[config.mk]
export PLATFORM = sky130hd
export DESIGN_NAME = wdg_top
export DESIGN_NICKNAME = d
export VERILOG_FILES = /design/src/wdg_pkg.sv /design/src/wdg_prescaler.sv /design/src/wdg_top.sv
export VERILOG_INCLUDE_DIRS = /design/src
export SDC_FILE = /design/constraint.sdc
export NUM_CORES = 1
export LEC_CHECK = 0
export BUFFER_PORTS_ARGS = -buffer_cell sky130_fd_sc_hd__buf_4
export CAP_MARGIN = 15
export CORE_ASPECT_RATIO = 0.6
export CORE_MARGIN = 1
export CORE_UTILIZATION = 40
export DETAILED_ROUTE_END_ITERATION = 6
export PLACE_DENSITY = 0.6
export SLEW_MARGIN = 20
export SYNTH_ARGS = -nofsm -noshare
export SYNTH_HDL_FRONTEND = slang
export SYNTH_SLANG_ARGS = --single-unit
[constraint.sdc]
create_clock -name ref_clk -period 5.55 [get_ports ref_clk]
set_input_delay 0.8325 -clock ref_clk [delete_from_list [all_inputs] [get_ports ref_clk]]
set_output_delay 0.8325 -clock ref_clk [all_outputs]
set_load 0.02 [all_outputs]
[src/wdg_map.svh]
// register map, field positions, reset values and counts of the watchdog
`ifndef WDG_MAP_SVH
`define WDG_MAP_SVH

// ****************************************
// register offsets (byte addresses)
// ****************************************
`define WDG_OFS_RESTART 12'h000
`define WDG_OFS_CONFIG  12'h004
`define WDG_OFS_STATUS  12'h008

// ****************************************
// field positions
// ****************************************
`define WDG_KEY_HI      31
`define WDG_KEY_LO      24
`define WDG_KEY_VALUE   8'hA5
`define WDG_RESTART_BIT 0
`define WDG_LOAD_HI     11
`define WDG_LOAD_LO     0
`define WDG_FIEN_BIT    12
`define WDG_RSTEN_BIT   13
`define WDG_RPROC_BIT   14
`define WDG_OFF_BIT     15
`define WDG_DELTA_HI    27
`define WDG_DELTA_LO    16
`define WDG_DBGHLT_BIT  28
`define WDG_IDLEHLT_BIT 29
`define WDG_UNF_BIT     0
`define WDG_ERR_BIT     1

// ****************************************
// reset values and counts
// ****************************************
`define WDG_CONFIG_RST  32'h3FFF2FFF
`define WDG_CONFIG_MASK 32'h3FFFFFFF
`define WDG_PRESCALE    128

`endif

[src/wdg_pkg.sv]
// types shared by the watchdog modules
package wdg_pkg;

  // register selected by an apb address
  typedef enum logic [1:0] {
    WDG_SEL_RESTART,
    WDG_SEL_CONFIG,
    WDG_SEL_STATUS,
    WDG_SEL_NONE
  } wdg_sel_type;

  typedef logic [11:0] wdg_count_type;

endpackage

[src/wdg_prescaler.sv]
// divide-by-n prescaler turning slow clock edges into counter ticks
`timescale 1ns/10ps
module wdg_prescaler
  import wdg_pkg::*;
#(
  parameter int DIV = 128
)(
  input  wire logic ref_clk,
  input  wire logic rstn,
  input  wire logic slck_edge,
  input  wire logic run,
  input  wire logic clear,
  output logic      tick
);

  localparam int CW = $clog2(DIV);

  initial
  begin
    if (DIV < 2)
      $error("wdg_prescaler: DIV must be at least 2");
  end

  logic [CW-1:0] cnt_q;
  logic          tick_q;

  // clear wins over counting so a restart always gives a full period
  always_ff @(posedge ref_clk)
  begin
    if (!rstn || clear)
      cnt_q <= '0;
    else if (slck_edge && run)
    begin
      if (cnt_q == CW'(DIV - 1))
        cnt_q <= '0;
      else
        cnt_q <= cnt_q + 1'b1;
    end
  end

  // one-cycle tick in the cycle after the last slow edge of each period
  always_ff @(posedge ref_clk)
  begin
    if (!rstn || clear)
      tick_q <= 1'b0;
    else
      tick_q <= slck_edge && run && (cnt_q == CW'(DIV - 1));
  end

  assign tick = tick_q;

endmodule // wdg_prescaler

[src/wdg_top.sv]
// windowed watchdog timer with apb register access
// Notes on behaviour
// RL1 - twelve-bit down counter loaded from the load field of the config register
// RL2 - counter decrements on slow clock edges divided by 128
// RL3 - after processor reset the load field is 0xFFF and counting runs
// RL4 - fault reset enable reads one after a backup reset
// RL5 - config register takes only the first write after processor reset
// RL6 - writing config reloads the counter and restarts it
// RL7 - valid restart reloads the counter and clears the prescaler
// RL8 - restart command writes need key 0xA5 in the top byte
// RL9 - underflow sets its flag and, with fault reset enable, the fault output
// RL10 - restart is clean only while counter is at or below the window limit
// RL11 - early restart sets error flag and fault output, even when disabled
// RL12 - window limit at or above load value allows restart anytime
// RL13 - interrupt follows either flag when fault interrupt enable is set
// RL14 - watchdog reset clears the watchdog and both flags
// RL15 - status read clears flags, interrupt and fault output
// RL16 - processor-only select picks processor reset, else all resets
// RL17 - debug halt bit stops counting while processor is in debug
// RL18 - idle halt bit stops counting while system is idle
// RL19 - counter off bit disables the watchdog when one
// RL20 - config layout: load, four control bits, window limit, two halts
// RL21 - status has sticky underflow in bit 0, error in bit 1
// RL22 - disabled watchdog neither counts nor underflows; error check stays
`timescale 1ns/10ps
`include "wdg_map.svh"
module wdg_top
  import wdg_pkg::*;
#(
  parameter int AW       = 12,
  parameter int PRESCALE = `WDG_PRESCALE
)(
  input  wire logic          ref_clk,
  input  wire logic          rstn,
  input  wire logic          bkup_rstn,
  input  wire logic          psel,
  input  wire logic          penable,
  input  wire logic          pwrite,
  input  wire logic [AW-1:0] paddr,
  input  wire logic [31:0]   pwdata,
  output logic      [31:0]   prdata,
  output logic               pready,
  output logic               pslverr,
  input  wire logic          slow_clk,
  input  wire logic          debug_state,
  input  wire logic          idle_mode,
  output logic               fault_req,
  output logic               reset_all_req,
  output logic               reset_proc_req,
  output logic               fault_irq
);

  initial
  begin
    if (AW < 4)
      $error("wdg_top: AW must be at least 4");
    if (PRESCALE < 2)
      $error("wdg_top: PRESCALE must be at least 2");
  end

  // ****************************************
  // address decode
  // ****************************************

  // unmapped offsets answer with pslverr
  function automatic wdg_sel_type decode(input logic [AW-1:0] a);
    wdg_sel_type s;
    s = WDG_SEL_NONE;
    if (a == AW'(`WDG_OFS_RESTART))
      s = WDG_SEL_RESTART;
    else if (a == AW'(`WDG_OFS_CONFIG))
      s = WDG_SEL_CONFIG;
    else if (a == AW'(`WDG_OFS_STATUS))
      s = WDG_SEL_STATUS;
    return s;
  endfunction

  // ****************************************
  // state
  // ****************************************

  logic          sys_rstn;
  wdg_sel_type   sel;
  logic          access;
  logic          wr_cfg;
  logic          wr_rst;
  logic          rd_sts;
  logic          key_ok;
  logic          restart_req;
  logic          early;
  logic          tick;
  logic          running;
  logic          pre_clear;
  logic          unf_evt;
  logic          err_evt;
  logic [31:0]   cfg_view;
  logic [31:0]   prdata_q;
  logic [29:0]   cfg_q;
  logic          rsten_q;
  logic          cfg_locked_q;
  wdg_count_type cnt_q;
  wdg_count_type load_d;
  logic          unf_q;
  logic          err_q;
  logic          fault_q;
  logic          slck_s1_q;
  logic          slck_s2_q;
  logic          slck_s3_q;
  logic          slck_lvl_q;
  logic          slck_edge_q;

  // backup reset also resets the processor side
  assign sys_rstn = rstn && bkup_rstn;

  // ****************************************
  // apb slave
  // ****************************************

  assign sel    = decode(paddr);
  assign access = psel && penable;
  assign wr_cfg = access && pwrite && (sel == WDG_SEL_CONFIG);
  assign wr_rst = access && pwrite && (sel == WDG_SEL_RESTART);
  assign rd_sts = access && !pwrite && (sel == WDG_SEL_STATUS);

  // zero wait states: the read word is captured in the setup cycle
  assign pready  = access;
  assign pslverr = access && (sel == WDG_SEL_NONE);
  assign prdata  = prdata_q;

  // config readback merges the backup-held reset enable
  always_comb
  begin
    cfg_view = {2'b00, cfg_q};
    cfg_view[`WDG_RSTEN_BIT] = rsten_q; // RL4
  end

  // read word; restart command is write only and reads as zero
  always_ff @(posedge ref_clk)
  begin
    if (!sys_rstn)
      prdata_q <= 32'h0000_0000;
    else if (psel && !penable && !pwrite)
    begin
      unique case (sel)
        WDG_SEL_CONFIG:
          prdata_q <= cfg_view; // RL20
        WDG_SEL_STATUS:
          prdata_q <= {30'h0, err_q, unf_q}; // RL21
        WDG_SEL_RESTART,
        WDG_SEL_NONE:
          prdata_q <= 32'h0000_0000;
      endcase
    end
  end

  // ****************************************
  // config register, write once
  // ****************************************

  // reset value gives max load, window equal to load, counting on
  always_ff @(posedge ref_clk)
  begin
    if (!sys_rstn)
      cfg_q <= 30'(`WDG_CONFIG_RST); // RL3
    else if (wr_cfg && !cfg_locked_q)
      cfg_q <= 30'(pwdata & `WDG_CONFIG_MASK); // RL20
  end

  // lock is re-armed only by processor reset
  always_ff @(posedge ref_clk)
  begin
    if (!sys_rstn)
      cfg_locked_q <= 1'b0;
    else if (wr_cfg)
      cfg_locked_q <= 1'b1; // RL5
  end

  // reset enable lives in the backup domain; processor reset keeps it
  always_ff @(posedge ref_clk)
  begin
    if (!bkup_rstn)
      rsten_q <= 1'b1; // RL4
    else if (wr_cfg && !cfg_locked_q)
      rsten_q <= pwdata[`WDG_RSTEN_BIT];
  end

  // ****************************************
  // slow clock synchroniser
  // ****************************************

  // three stages; the level moves only once stages two and three agree
  always_ff @(posedge ref_clk)
  begin
    if (!sys_rstn)
    begin
      slck_s1_q <= 1'b0;
      slck_s2_q <= 1'b0;
      slck_s3_q <= 1'b0;
    end
    else
    begin
      slck_s1_q <= slow_clk;
      slck_s2_q <= slck_s1_q;
      slck_s3_q <= slck_s2_q;
    end
  end

  // filtered level and its rising edge
  always_ff @(posedge ref_clk)
  begin
    if (!sys_rstn)
    begin
      slck_lvl_q  <= 1'b0;
      slck_edge_q <= 1'b0;
    end
    else
    begin
      if (slck_s2_q == slck_s3_q)
        slck_lvl_q <= slck_s3_q;
      slck_edge_q <= (slck_s2_q == slck_s3_q) && slck_s3_q && !slck_lvl_q;
    end
  end

  // ****************************************
  // prescaler and run gating
  // ****************************************

  // disabled or halted watchdog freezes the prescaler as well
  assign running = !cfg_q[`WDG_OFF_BIT] // RL19 RL22
    && !(cfg_q[`WDG_DBGHLT_BIT] && debug_state) // RL17
    && !(cfg_q[`WDG_IDLEHLT_BIT] && idle_mode); // RL18

  // restart and config write both restart the divider
  assign pre_clear = restart_req || (wr_cfg && !cfg_locked_q); // RL7 RL6

  wdg_prescaler #(
    .DIV (PRESCALE)
  ) u_prescaler (
    .ref_clk   (ref_clk),
    .rstn      (sys_rstn),
    .slck_edge (slck_edge_q),
    .run       (running),
    .clear     (pre_clear),
    .tick      (tick)
  );

  // ****************************************
  // restart command
  // ****************************************

  assign key_ok      = pwdata[`WDG_KEY_HI:`WDG_KEY_LO] == `WDG_KEY_VALUE; // RL8
  assign restart_req = wr_rst && key_ok && pwdata[`WDG_RESTART_BIT];

  // outside the window the restart is refused; limit >= load never trips
  assign early   = restart_req
    && (cnt_q > cfg_q[`WDG_DELTA_HI:`WDG_DELTA_LO]); // RL10 RL12
  assign err_evt = early; // RL11

  // ****************************************
  // down counter
  // ****************************************

  // new load value comes from the write data on a config write
  assign load_d = (wr_cfg && !cfg_locked_q)
    ? pwdata[`WDG_LOAD_HI:`WDG_LOAD_LO]
    : cfg_q[`WDG_LOAD_HI:`WDG_LOAD_LO];

  assign unf_evt = tick && running && (cnt_q == 12'h000); // RL9 RL22

  // reload on config write, clean restart or underflow; else count down
  always_ff @(posedge ref_clk)
  begin
    if (!sys_rstn)
      cnt_q <= 12'(`WDG_CONFIG_RST); // RL3 RL14
    else if (wr_cfg && !cfg_locked_q)
      cnt_q <= load_d; // RL6
    else if (restart_req && !early)
      cnt_q <= load_d; // RL7
    else if (unf_evt)
      cnt_q <= load_d;
    else if (tick && running)
      cnt_q <= cnt_q - 12'h001; // RL1 RL2
  end

  // ****************************************
  // status flags and fault
  // ****************************************

  // the read word is captured one cycle before the access edge, so a read
  // clears only the flags that it reported; an event that lands between the
  // setup and access edges stays pending instead of being lost unseen
  // sticky underflow; a new event beats the read that clears it
  always_ff @(posedge ref_clk)
  begin
    if (!sys_rstn)
      unf_q <= 1'b0; // RL14
    else if (unf_evt)
      unf_q <= 1'b1; // RL9 RL21
    else if (rd_sts && prdata_q[`WDG_UNF_BIT])
      unf_q <= 1'b0; // RL15
  end

  // sticky early restart error, checked even when disabled
  always_ff @(posedge ref_clk)
  begin
    if (!sys_rstn)
      err_q <= 1'b0; // RL14
    else if (err_evt)
      err_q <= 1'b1; // RL11 RL21
    else if (rd_sts && prdata_q[`WDG_ERR_BIT])
      err_q <= 1'b0; // RL15
  end

  // fault to the reset controller; early restart raises it regardless
  always_ff @(posedge ref_clk)
  begin
    if (!sys_rstn)
      fault_q <= 1'b0;
    else if ((unf_evt && rsten_q) || err_evt)
      fault_q <= 1'b1; // RL9 RL11
    else if (rd_sts)
      fault_q <= 1'b0; // RL15
  end

  // ****************************************
  // outputs to reset controller and interrupt
  // ****************************************

  assign fault_req = fault_q;

  // reset requests only when the fault is allowed to reset
  assign reset_proc_req = fault_q && rsten_q && cfg_q[`WDG_RPROC_BIT]; // RL16
  assign reset_all_req  = fault_q && rsten_q && !cfg_q[`WDG_RPROC_BIT]; // RL16

  // interrupt level clears with the flags on a status read
  assign fault_irq = cfg_q[`WDG_FIEN_BIT] && (unf_q || err_q); // RL13

endmodule // wdg_top

Word level (Yosys, flattened, before mapping)
Cells that the tools add are included.
{ "totals": {"regBits": 92, "latch_bits": 0, "mem_bits_rw": 0, "romBits": 0, "in_bits": 53, "output_inout_bits": 38, "elab_cells": 96, "mem_count": 0} }
{ "classes": {"n_addsub": 2, "n_mul": 0, "n_div": 0, "n_lt_le_gt_ge": 1, "eq_ne": 8, "n_shift": 0, "muxes": 16, "bitwise_logic": 0, "n_reduce_logical": 54} }
{ "ops": {"columns": ["cell", "count"], "rows": [
  ["32-bit case mux with 3 select lines", 1],
  ["12-bit 2-to-1 mux", 5],
  ["1-bit logical AND", 32],
  ["12-bit zero test", 2],
  ["12-bit by 3-bit == test with 1-bit output, second input constant", 1],
  ["12-bit by 4-bit == test with 1-bit output, second input constant", 1],
  ["12-bit > comparator", 1],
  ["12-bit by 1-bit subtractor with 12-bit output, second input constant", 1],
  ["1-bit zero test", 10],
  ["8-bit == test, second input constant", 1],
  ["7-bit by 1-bit adder with 7-bit output, second input constant", 1],
  ["7-bit == test, second input constant", 1],
  ["1-bit 2-to-1 mux", 7],
  ["7-bit 2-to-1 mux", 1],
  ["2-bit nonzero test", 3],
  ["2-bit == test, second input constant", 2],
  ["1-bit logical OR", 4],
  ["2-bit 2-to-1 mux", 2],
  ["4-bit nonzero test", 1],
  ["2-bit by 1-bit == test with 1-bit output, second input constant", 1],
  ["2-bit zero test", 1],
  ["2-bit OR reduction", 1],
  ["1-bit == test", 1]
]} }

Depth between registers and ports, before layout
Gate-level depths: netlist of the first run.
{ "logic_depth": {"ltp_word": 13, "depth_mapped": 10, "depth_no_buf": 9} }

Cells and area by module
Synthesis of the first run repeated with hierarchy kept, for this count alone.
{ "unflattened": {"hier_cells": 475, "hier_area_um2": 4155.2} }
{ "modules_own_cells": {"columns": ["module", "instances", "cells_each", "area_each_um2"], "rows": [
  ["wdg_top", 1, 432, 3772.4],
  ["wdg_prescaler", 1, 43, 382.9]
]} }

Least setup slack after synthesis of the first run
Ideal clock, no wire load.
{ "synth_timing": {"path_type": "input to register", "startpoint": "input port paddr[5]", "endpoint": "register cnt_q[9]", "setup_ns": 0.122, "arrival_ns": 2.837, "slack_ns": 2.591, "path_stages": 7, "path_buffers": 0, "cell_sequence": "nor4_1 -> nand3_1 -> or4_4 -> or4b_4 -> o211ai_2 -> mux2i_1 -> o32a_1"} }
{ "synth_between": {"elab_chain_cells": 13, "word_cells_on_any_way": 21} }
{ "synth_rtl": {"columns": ["element", "line_no", "text"], "rows": [
  ["start, declared", "wdg_top.sv:39", "input wire logic [AW-1:0] paddr,"],
  ["12-bit by 4-bit == test with 1-bit output", "wdg_top.sv:73", "else if (a == AW'(`WDG_OFS_STATUS))"],
  ["1-bit 2-to-1 mux", "wdg_top.sv:73", null],
  ["2-bit 2-to-1 mux", "wdg_top.sv:71", "else if (a == AW'(`WDG_OFS_CONFIG))"],
  ["2-bit 2-to-1 mux (*)", "wdg_top.sv:69", "if (a == AW'(`WDG_OFS_RESTART))"],
  ["2-bit zero test", "wdg_top.sv:122", "assign wr_rst = access && pwrite && (sel == WDG_SEL_RESTART);"],
  ["1-bit logical AND", "wdg_top.sv:122", null],
  ["1-bit logical AND (2 in a row)", "wdg_top.sv:252", "assign restart_req = wr_rst && key_ok && pwdata[`WDG_RESTART_BIT];"],
  ["1-bit logical AND", "wdg_top.sv:255", "assign early = restart_req"],
  ["1-bit zero test", "wdg_top.sv:277", "else if (restart_req && !early)"],
  ["1-bit logical AND", "wdg_top.sv:277", null],
  ["12-bit 2-to-1 mux", "wdg_top.sv:277", null],
  ["12-bit 2-to-1 mux", "wdg_top.sv:275", "else if (wr_cfg && !cfg_locked_q)"],
  ["end signal, assigned", "wdg_top.sv:274", "cnt_q <= 12'(`WDG_CONFIG_RST);"],
  ["end signal, assigned", "wdg_top.sv:276", "cnt_q <= load_d;"],
  ["end signal, assigned", "wdg_top.sv:278", "cnt_q <= load_d;"],
  ["end, declared", "wdg_top.sv:101", "wdg_count_type cnt_q;"]
]} }
Mark *: on every way between the ends. The rest lies on a longest branch, timed or not.
A chain may end at the register's enable or synchronous reset.

Final worst setup path of the first run
{ "layout_timing": {"startpoint": "input port paddr[9]", "endpoint": "register cnt_q[9]"} }
The elaborated chain is that of the path after synthesis.

==> metrics.yaml, run 1 <==
ioPinCount: 91
drc: 0
r2r_setup_slack_ns: 2.89
synth_edf_count: 0
min_path_type: "reg -> reg"
clock_skew_ns: 0.00551
hpwl_um: 8970
peakVddDrop_mv: 0.151
syn_to_final_growth_pct: 27.0
critPathLaunchType: "input port"
place_inst: 691
post_cts_buffers: 0
die_h_um: 80.0
grt_antenna_before_repair: 0
cts_made_buffers: 9
synth_cells: 484
setup_viol: 0
finalHoldViolCount: 0
status: "finished, final reports clean"
slew_headroom: 0.315
rsz0062_at_grt: "false"
mostFrequentLayoutCell: "buf_4"
ys.warnings.count: 0
cts_resized: 0
grt_remaining_overflow: 0
ys_types: 52
period_share: 0.593
coreArea_um2: 9840
drtPass1Iterations: 5
synth_top_area_frac: 0.439
final_cell_mix: "buf_4 (95), dfxtp_1 (89), nand2_1 (72)"
hold_depth: 1
synthFlopType: "dfxtp_1"
ys_top_cells_by_area: "dfxtp_1 (44%), nand2_1 (6.7%), a22oi_1 (5.6%)"
drv_slew: 0
worstPathMaxFanout: 12
cts.path.max_buffers: 2
chipWidth_um: 132
synth_top_family_by_area: "simple AND/OR/NAND/NOR gates"
fmax_ghz: 0.304
io_buffers: 88
routed-via-count: 3870
critPathKind: "in -> reg"
synth_compound_area_frac: 0.176
grt_max_degree: 52
synthSimpleGateAreaFrac: 0.264
drt-vias-per-instance: 5.47
fill_cells: 949
timing.setup.tns_ns: 0
grt_pass1_vias: 3574
grt_first_pass_wirelength_um: 19100
dieArea_um2: 10600
arrival_ns: 3.52
async_reset_ff_frac: 0
clockRootBuffer: "clkbuf_16"
fin_crit_ns: 3.29
drive_gt1_frac: 0.203
synthMuxAreaShare: 0.00987
final_cells: 707
yosys.area.top_type: "dfxtp_1"
multi_input_area_um2: 2140
syn-cell-area_um2: 4060
clkTransAtPathRegs_ns: 0.06
row_count: 28
start_util: 0.412
crit_path_end_kind: "flip-flop"
cp.required_ns: 5.78
p_leak_nw: 2.11
yosys.area_share.adder: 0.0494
ys_ff_latch: 89
ctsHoldBuffers: 0
grt_util_all_layers: 0.237
cap_violations: 0
yosysSeqAreaShare: 0.439
htreeDepth: 3
clkLatencyLatePin_ns: 0.34
ant_nets: 0
wl_um: 12100
tightest_slew_ns: 1.02
wl_per_cell_um: 17.1
p_per_area_nw_per_um2: 252
cts_tree: "built"
synth_xor_area_frac: 0.0216
synth_area_per_cell_um2: 8.38
drtIter0Drc: 256
antenna_cells: 0
nNetsFinal: 636
worst-r2r-cell-count: 8
place.gp.congestion: 0.821
regArea_um2: 1780
cts_sinks: 89
==> worst max-delay path: stages <==
cell and delay (ns):
buf_4 0.11, nor4_1 0.29, nand3_1 0.44, or4_4 0.69, or4b_4 0.55, o211ai_2 0.13
mux2i_1 0.13, o32a_1 0.35
==> power by group <==
part / total, mW / switching (mW) / leakage, nW / internal (mW)
combinational: 0.0650 / 0.0340 / 1.25 / 0.0310
sequential: 0.639 / 0.000137 / 0.718 / 0.639
clock: 0.595 / 0.245 / 0.133 / 0.350
total: 1.30 / 0.279 / 2.11 / 1.02
==> metal layers <==
| metal | global-route usage | vias to the layer above | wire length [um] |
|---|---|---|---|
| li1 | - | 1908 | - |
| met1 | 0.352 | 1802 | 6260 |
| met2 | 0.332 | 153 | 4810 |
| met3 | 0.0635 | 7 | 971 |
| met4 | 0.0523 | 0 | 61 |
| met5 | 0 | - | 0 |
==> sequential cells by signal, summed over array words and instances, names as in the netlist <==
signal and flops:
slck_s2_q 1, slck_s3_q 1, unf_q 1, prdata 30, fault_req 1, u_prescaler.tick 1, slck_lvl_q 1, rsten_q 1
u_prescaler.cnt_q 7, slck_s1_q 1, slck_edge_q 1, cfg_locked_q 1, err_q 1, cfg_q 29, cnt_q 12
==> cell families after synthesis <==
| kind of cell | after synthesis |
|---|---|
| and+or+nand+nor | 222 |
| AOI/OAI and AO/OA | 103 |
| DFF | 89 |
| buffers and inverters | 39 |
| adders and majority gates | 16 |
| xor gates and xnor gates | 10 |
| muxes | 4 |
| other | 1 |
==> layout make-up <==
type,count,area share
inverters,15,0.0109
clock buffers,12,0.0459
clock inverters,4,0.0104
well taps,135,0.0328
repair buffers,95,0.138
multi-input cells,357,0.415
flip-flops and latches,89,0.346
==> final timing paths <==
kind | start | end
worst max-delay path | paddr[9] | cnt_q[9]
worst min-delay path | slck_lvl_q | slck_edge_q
worst max register to register | cnt_q[5] | cnt_q[11]
worst min register to register | slck_lvl_q | slck_edge_q
==> synthesized netlist by cell type, drive strengths merged (4+ instances only) <==
cell	instances
a22oi	30
a31oi	4
nor4	7
clkbuf	22
a21oi	29
o211ai	13
nor3	12
nand2	72
nor2	60
nor2b	4
nand3	22
and2	7
nor4b	5
ha	16
inv	15
nand3b	4
nand4	7
o221ai	6
dfxtp	89
and3	6
o21ai	4
mux2i	4
xor2	8
==> stage by stage <==
stage	hold WS, ns	power, mW	cell area, um2	utilization	worst slack, ns
after floorplan	0.396	0.677	4060	-	2.59
after global placement	0.417	0.718	4860	0.494	2.00
after detailed placement	0.416	0.718	4860	0.494	1.91
after CTS	0.428	1.31	5150	0.523	2.27
after global routing	0.456	1.34	5150	0.523	2.13
final	0.423	1.30	5150	0.523	2.26
(Power assumes the default switching activity.)
==> inputs of run 2 (changes only) <==
--- a/config.mk
+++ b/config.mk
@@ -12,7 +12,7 @@
 export CORE_MARGIN = 1
 export CORE_UTILIZATION = 40
 export DETAILED_ROUTE_END_ITERATION = 6
-export PLACE_DENSITY = 0.6
+export PLACE_DENSITY = 0.62
 export SLEW_MARGIN = 20
 export SYNTH_ARGS = -nofsm -noshare
 export SYNTH_HDL_FRONTEND = slang
==> constraint.sdc (replaced) <==
create_clock -name ref_clk -period 2.9 [get_ports ref_clk]
set_input_delay 0.435 -clock ref_clk [delete_from_list [all_inputs] [get_ports ref_clk]]
set_output_delay 0.435 -clock ref_clk [all_outputs]
set_load 0.02 [all_outputs]
==> metrics.yaml, run 2 (synthesis gave the netlist of run 1 again) <==
critPathKind: "reg -> reg"
row_count: 28  # unchanged
grt_remaining_overflow: 0  # unchanged
min_path_type: "in -> reg"
clockRootBuffer: "clkbuf_16"
comb_power_share: 0.049  # about the same
syn_to_final_growth_pct: 29.2
start_util: 0.412  # unchanged
p_leak_nw: 2.16  # +2.6%
tightest_slew_ns: 0.660  # -0.362 ns
coreArea_um2: 9840  # unchanged
cts_made_buffers: 9  # unchanged
dieArea_um2: 10600  # unchanged
ioPinCount: 91  # unchanged
arrival_ns: 2.90  # -0.62 ns
cp_top_family: "compound AO/OA/AOI/OAI gates"
wl_um: 12100  # +0.20%
routed-via-count: 3910  # +1.0%
place.gp.congestion: 0.866  # +5.4%
cts.path.max_buffers: 2  # unchanged
grt_pass1_vias: 3692  # +3.3%
crit_path_end_kind: "flip-flop"
grt_max_degree: 31  # -40%
critPathLaunchType: "flip-flop"
grt_first_pass_wirelength_um: 19600  # +2.5%
fill_cells: 925  # -2.5%
period_share: 0.920
postLayoutCoreUtil: 0.532  # +0.00915
largest_reg_flops: 30  # unchanged
drtPass1Iterations: 5  # unchanged
nNetsFinal: 643  # +1.1%
mostFrequentLayoutCell: "buf_4"
post_cts_buffers: 0  # unchanged
drtIter0Drc: 298  # +16%
fin_crit_ns: 2.67
switchingPower_uw: 568  # +100%
internal_power_mw: 1.98  # +94%
grt_antenna_before_repair: 0  # unchanged
cp.buffers_inverters: 1  # unchanged
ctsHoldBuffers: 0  # unchanged
hpwl_um: 9140  # +1.8%
final_cell_mix: "buf_4 (100), dfxtp_1 (89), nand2_1 (72)"
cts_sinks: 89  # unchanged
fin_total_pwr_mw: 2.54  # +96%
p_per_area_nw_per_um2: 485  # +92%
worst-r2r-cell-count: 9  # +1
seqPwrFrac: 0.481  # -0.011
regArea_um2: 1780  # unchanged
drv_slew: 0  # unchanged
clkLatencyLatePin_ns: 0.35  # about the same
slew_headroom: 0.560  # +0.245
cp.required_ns: 3.13  # -2.65 ns
chipWidth_um: 132  # unchanged
critical_path_depth: 9  # +1
drc: 0  # unchanged
clockPowerShare: 0.470  # +0.012
swShare: 0.223  # +0.00824
timing.setup.tns_ns: 0  # unchanged
drive_gt1_frac: 0.216  # +0.0135
die_h_um: 80.0  # unchanged
finalHoldViolCount: 0  # unchanged
hold_depth: 3  # +2
cp_slowest_cell: "o41a_1"
max_stage_delay_ns: 0.53  # -0.16 ns
clock_skew_ns: 0.00703  # +0.00151 ns
ant_nets: 0  # unchanged
setup_viol: 0  # unchanged
drt-vias-per-instance: 5.48  # +0.18%
post-place-ws_ns: 0.0703  # -1.84 ns
cap_violations: 0  # unchanged
htreeDepth: 3  # unchanged
worstPathMaxFanout: 12  # unchanged
critical_path.cell_chain: "ha_1, a21o_1, nand3_1, a21oi_1, o41a_1, o21ai_0, buf_4, nor4b_1, nor3_1"
status: "finished, final reports clean"
wl_per_cell_um: 17.0  # -0.64%
antenna_cells: 0  # unchanged
cts_tree: "built"
grt_util_all_layers: 0.243  # +0.00598
rsz0062_at_grt: "false"
cts_resized: 0  # unchanged
clkTransAtPathRegs_ns: 0.06  # about the same
post-route-worst-setup-slack_ns: 0.233  # -2.02 ns
peakVddDrop_mv: 0.335  # +120%
multi_input_area_um2: 2140  # unchanged
io_buffers: 88  # unchanged
fmax_ghz: 0.375
run 2: changes by cell type in the layout (fill, tap and decap cells not counted):
cell,before,now
buf_12,0,2
buf_4,95,100
clkbuf_1,3,0
clkbuf_8,0,1
clkinv_4,1,2
clkinvlp_4,2,1
inv_6,0,1
run 2: metrics by stage:
step,instance area [um2],hold WS (ns),std cells
after floorplan,4060,0.396,485
after global placement,4940,0.405,698
after detailed placement,4940,0.412,698
after CTS,5240,0.282,713
after global routing,5240,0.289,713
final,5240,0.287,713
run 2: cell type report:
class,count,share of cell area
multi-input combinational,357,0.408
sequential,89,0.340
timing repair buffer,102,0.151
clock buffer,10,0.0456
tap,135,0.0322
clock inverter,5,0.0122
inverter,15,0.0107
run 2: final timing paths:
kind	startpoint	endpoint	slack [ns]
setup / recovery	cnt_q[5]	cnt_q[10]	0.23
hold / removal	pwdata[5]	cfg_q[5]	0.29
setup reg to reg	cnt_q[5]	cnt_q[10]	0.23
hold reg to reg	slck_lvl_q	slck_edge_q	0.42
run 2: power by group through the flow:
stage	combinational (mW)	sequential [mW]	clock [mW]
after floorplan	0.0442	1.25	0
after global placement	0.123	1.25	0
after detailed placement	0.124	1.25	0
after CTS	0.125	1.22	1.21
after global routing	0.135	1.22	1.26
final	0.125	1.22	1.20
run 2: worst register-to-register path: stages (launching register included):
cell and delay, ns:
dfxtp_1 0.47, ha_1 0.31, a21o_1 0.19, nand3_1 0.08
a21oi_1 0.10, o41a_1 0.53, o21ai_0 0.27, buf_4 0.24
nor4b_1 0.26, nor3_1 0.08
run 2: routing by layer:
metal  vias to the layer above  global-route usage  wire [um]  part of all wire
met4                         0              0.0744        137             0.011
met1                      1844               0.349       6200              0.51
met3                        10              0.0571        894             0.074
met5                         -                   0          0                 0
li1                       1917                   -          -                 -
met2                       139               0.353       4900              0.40
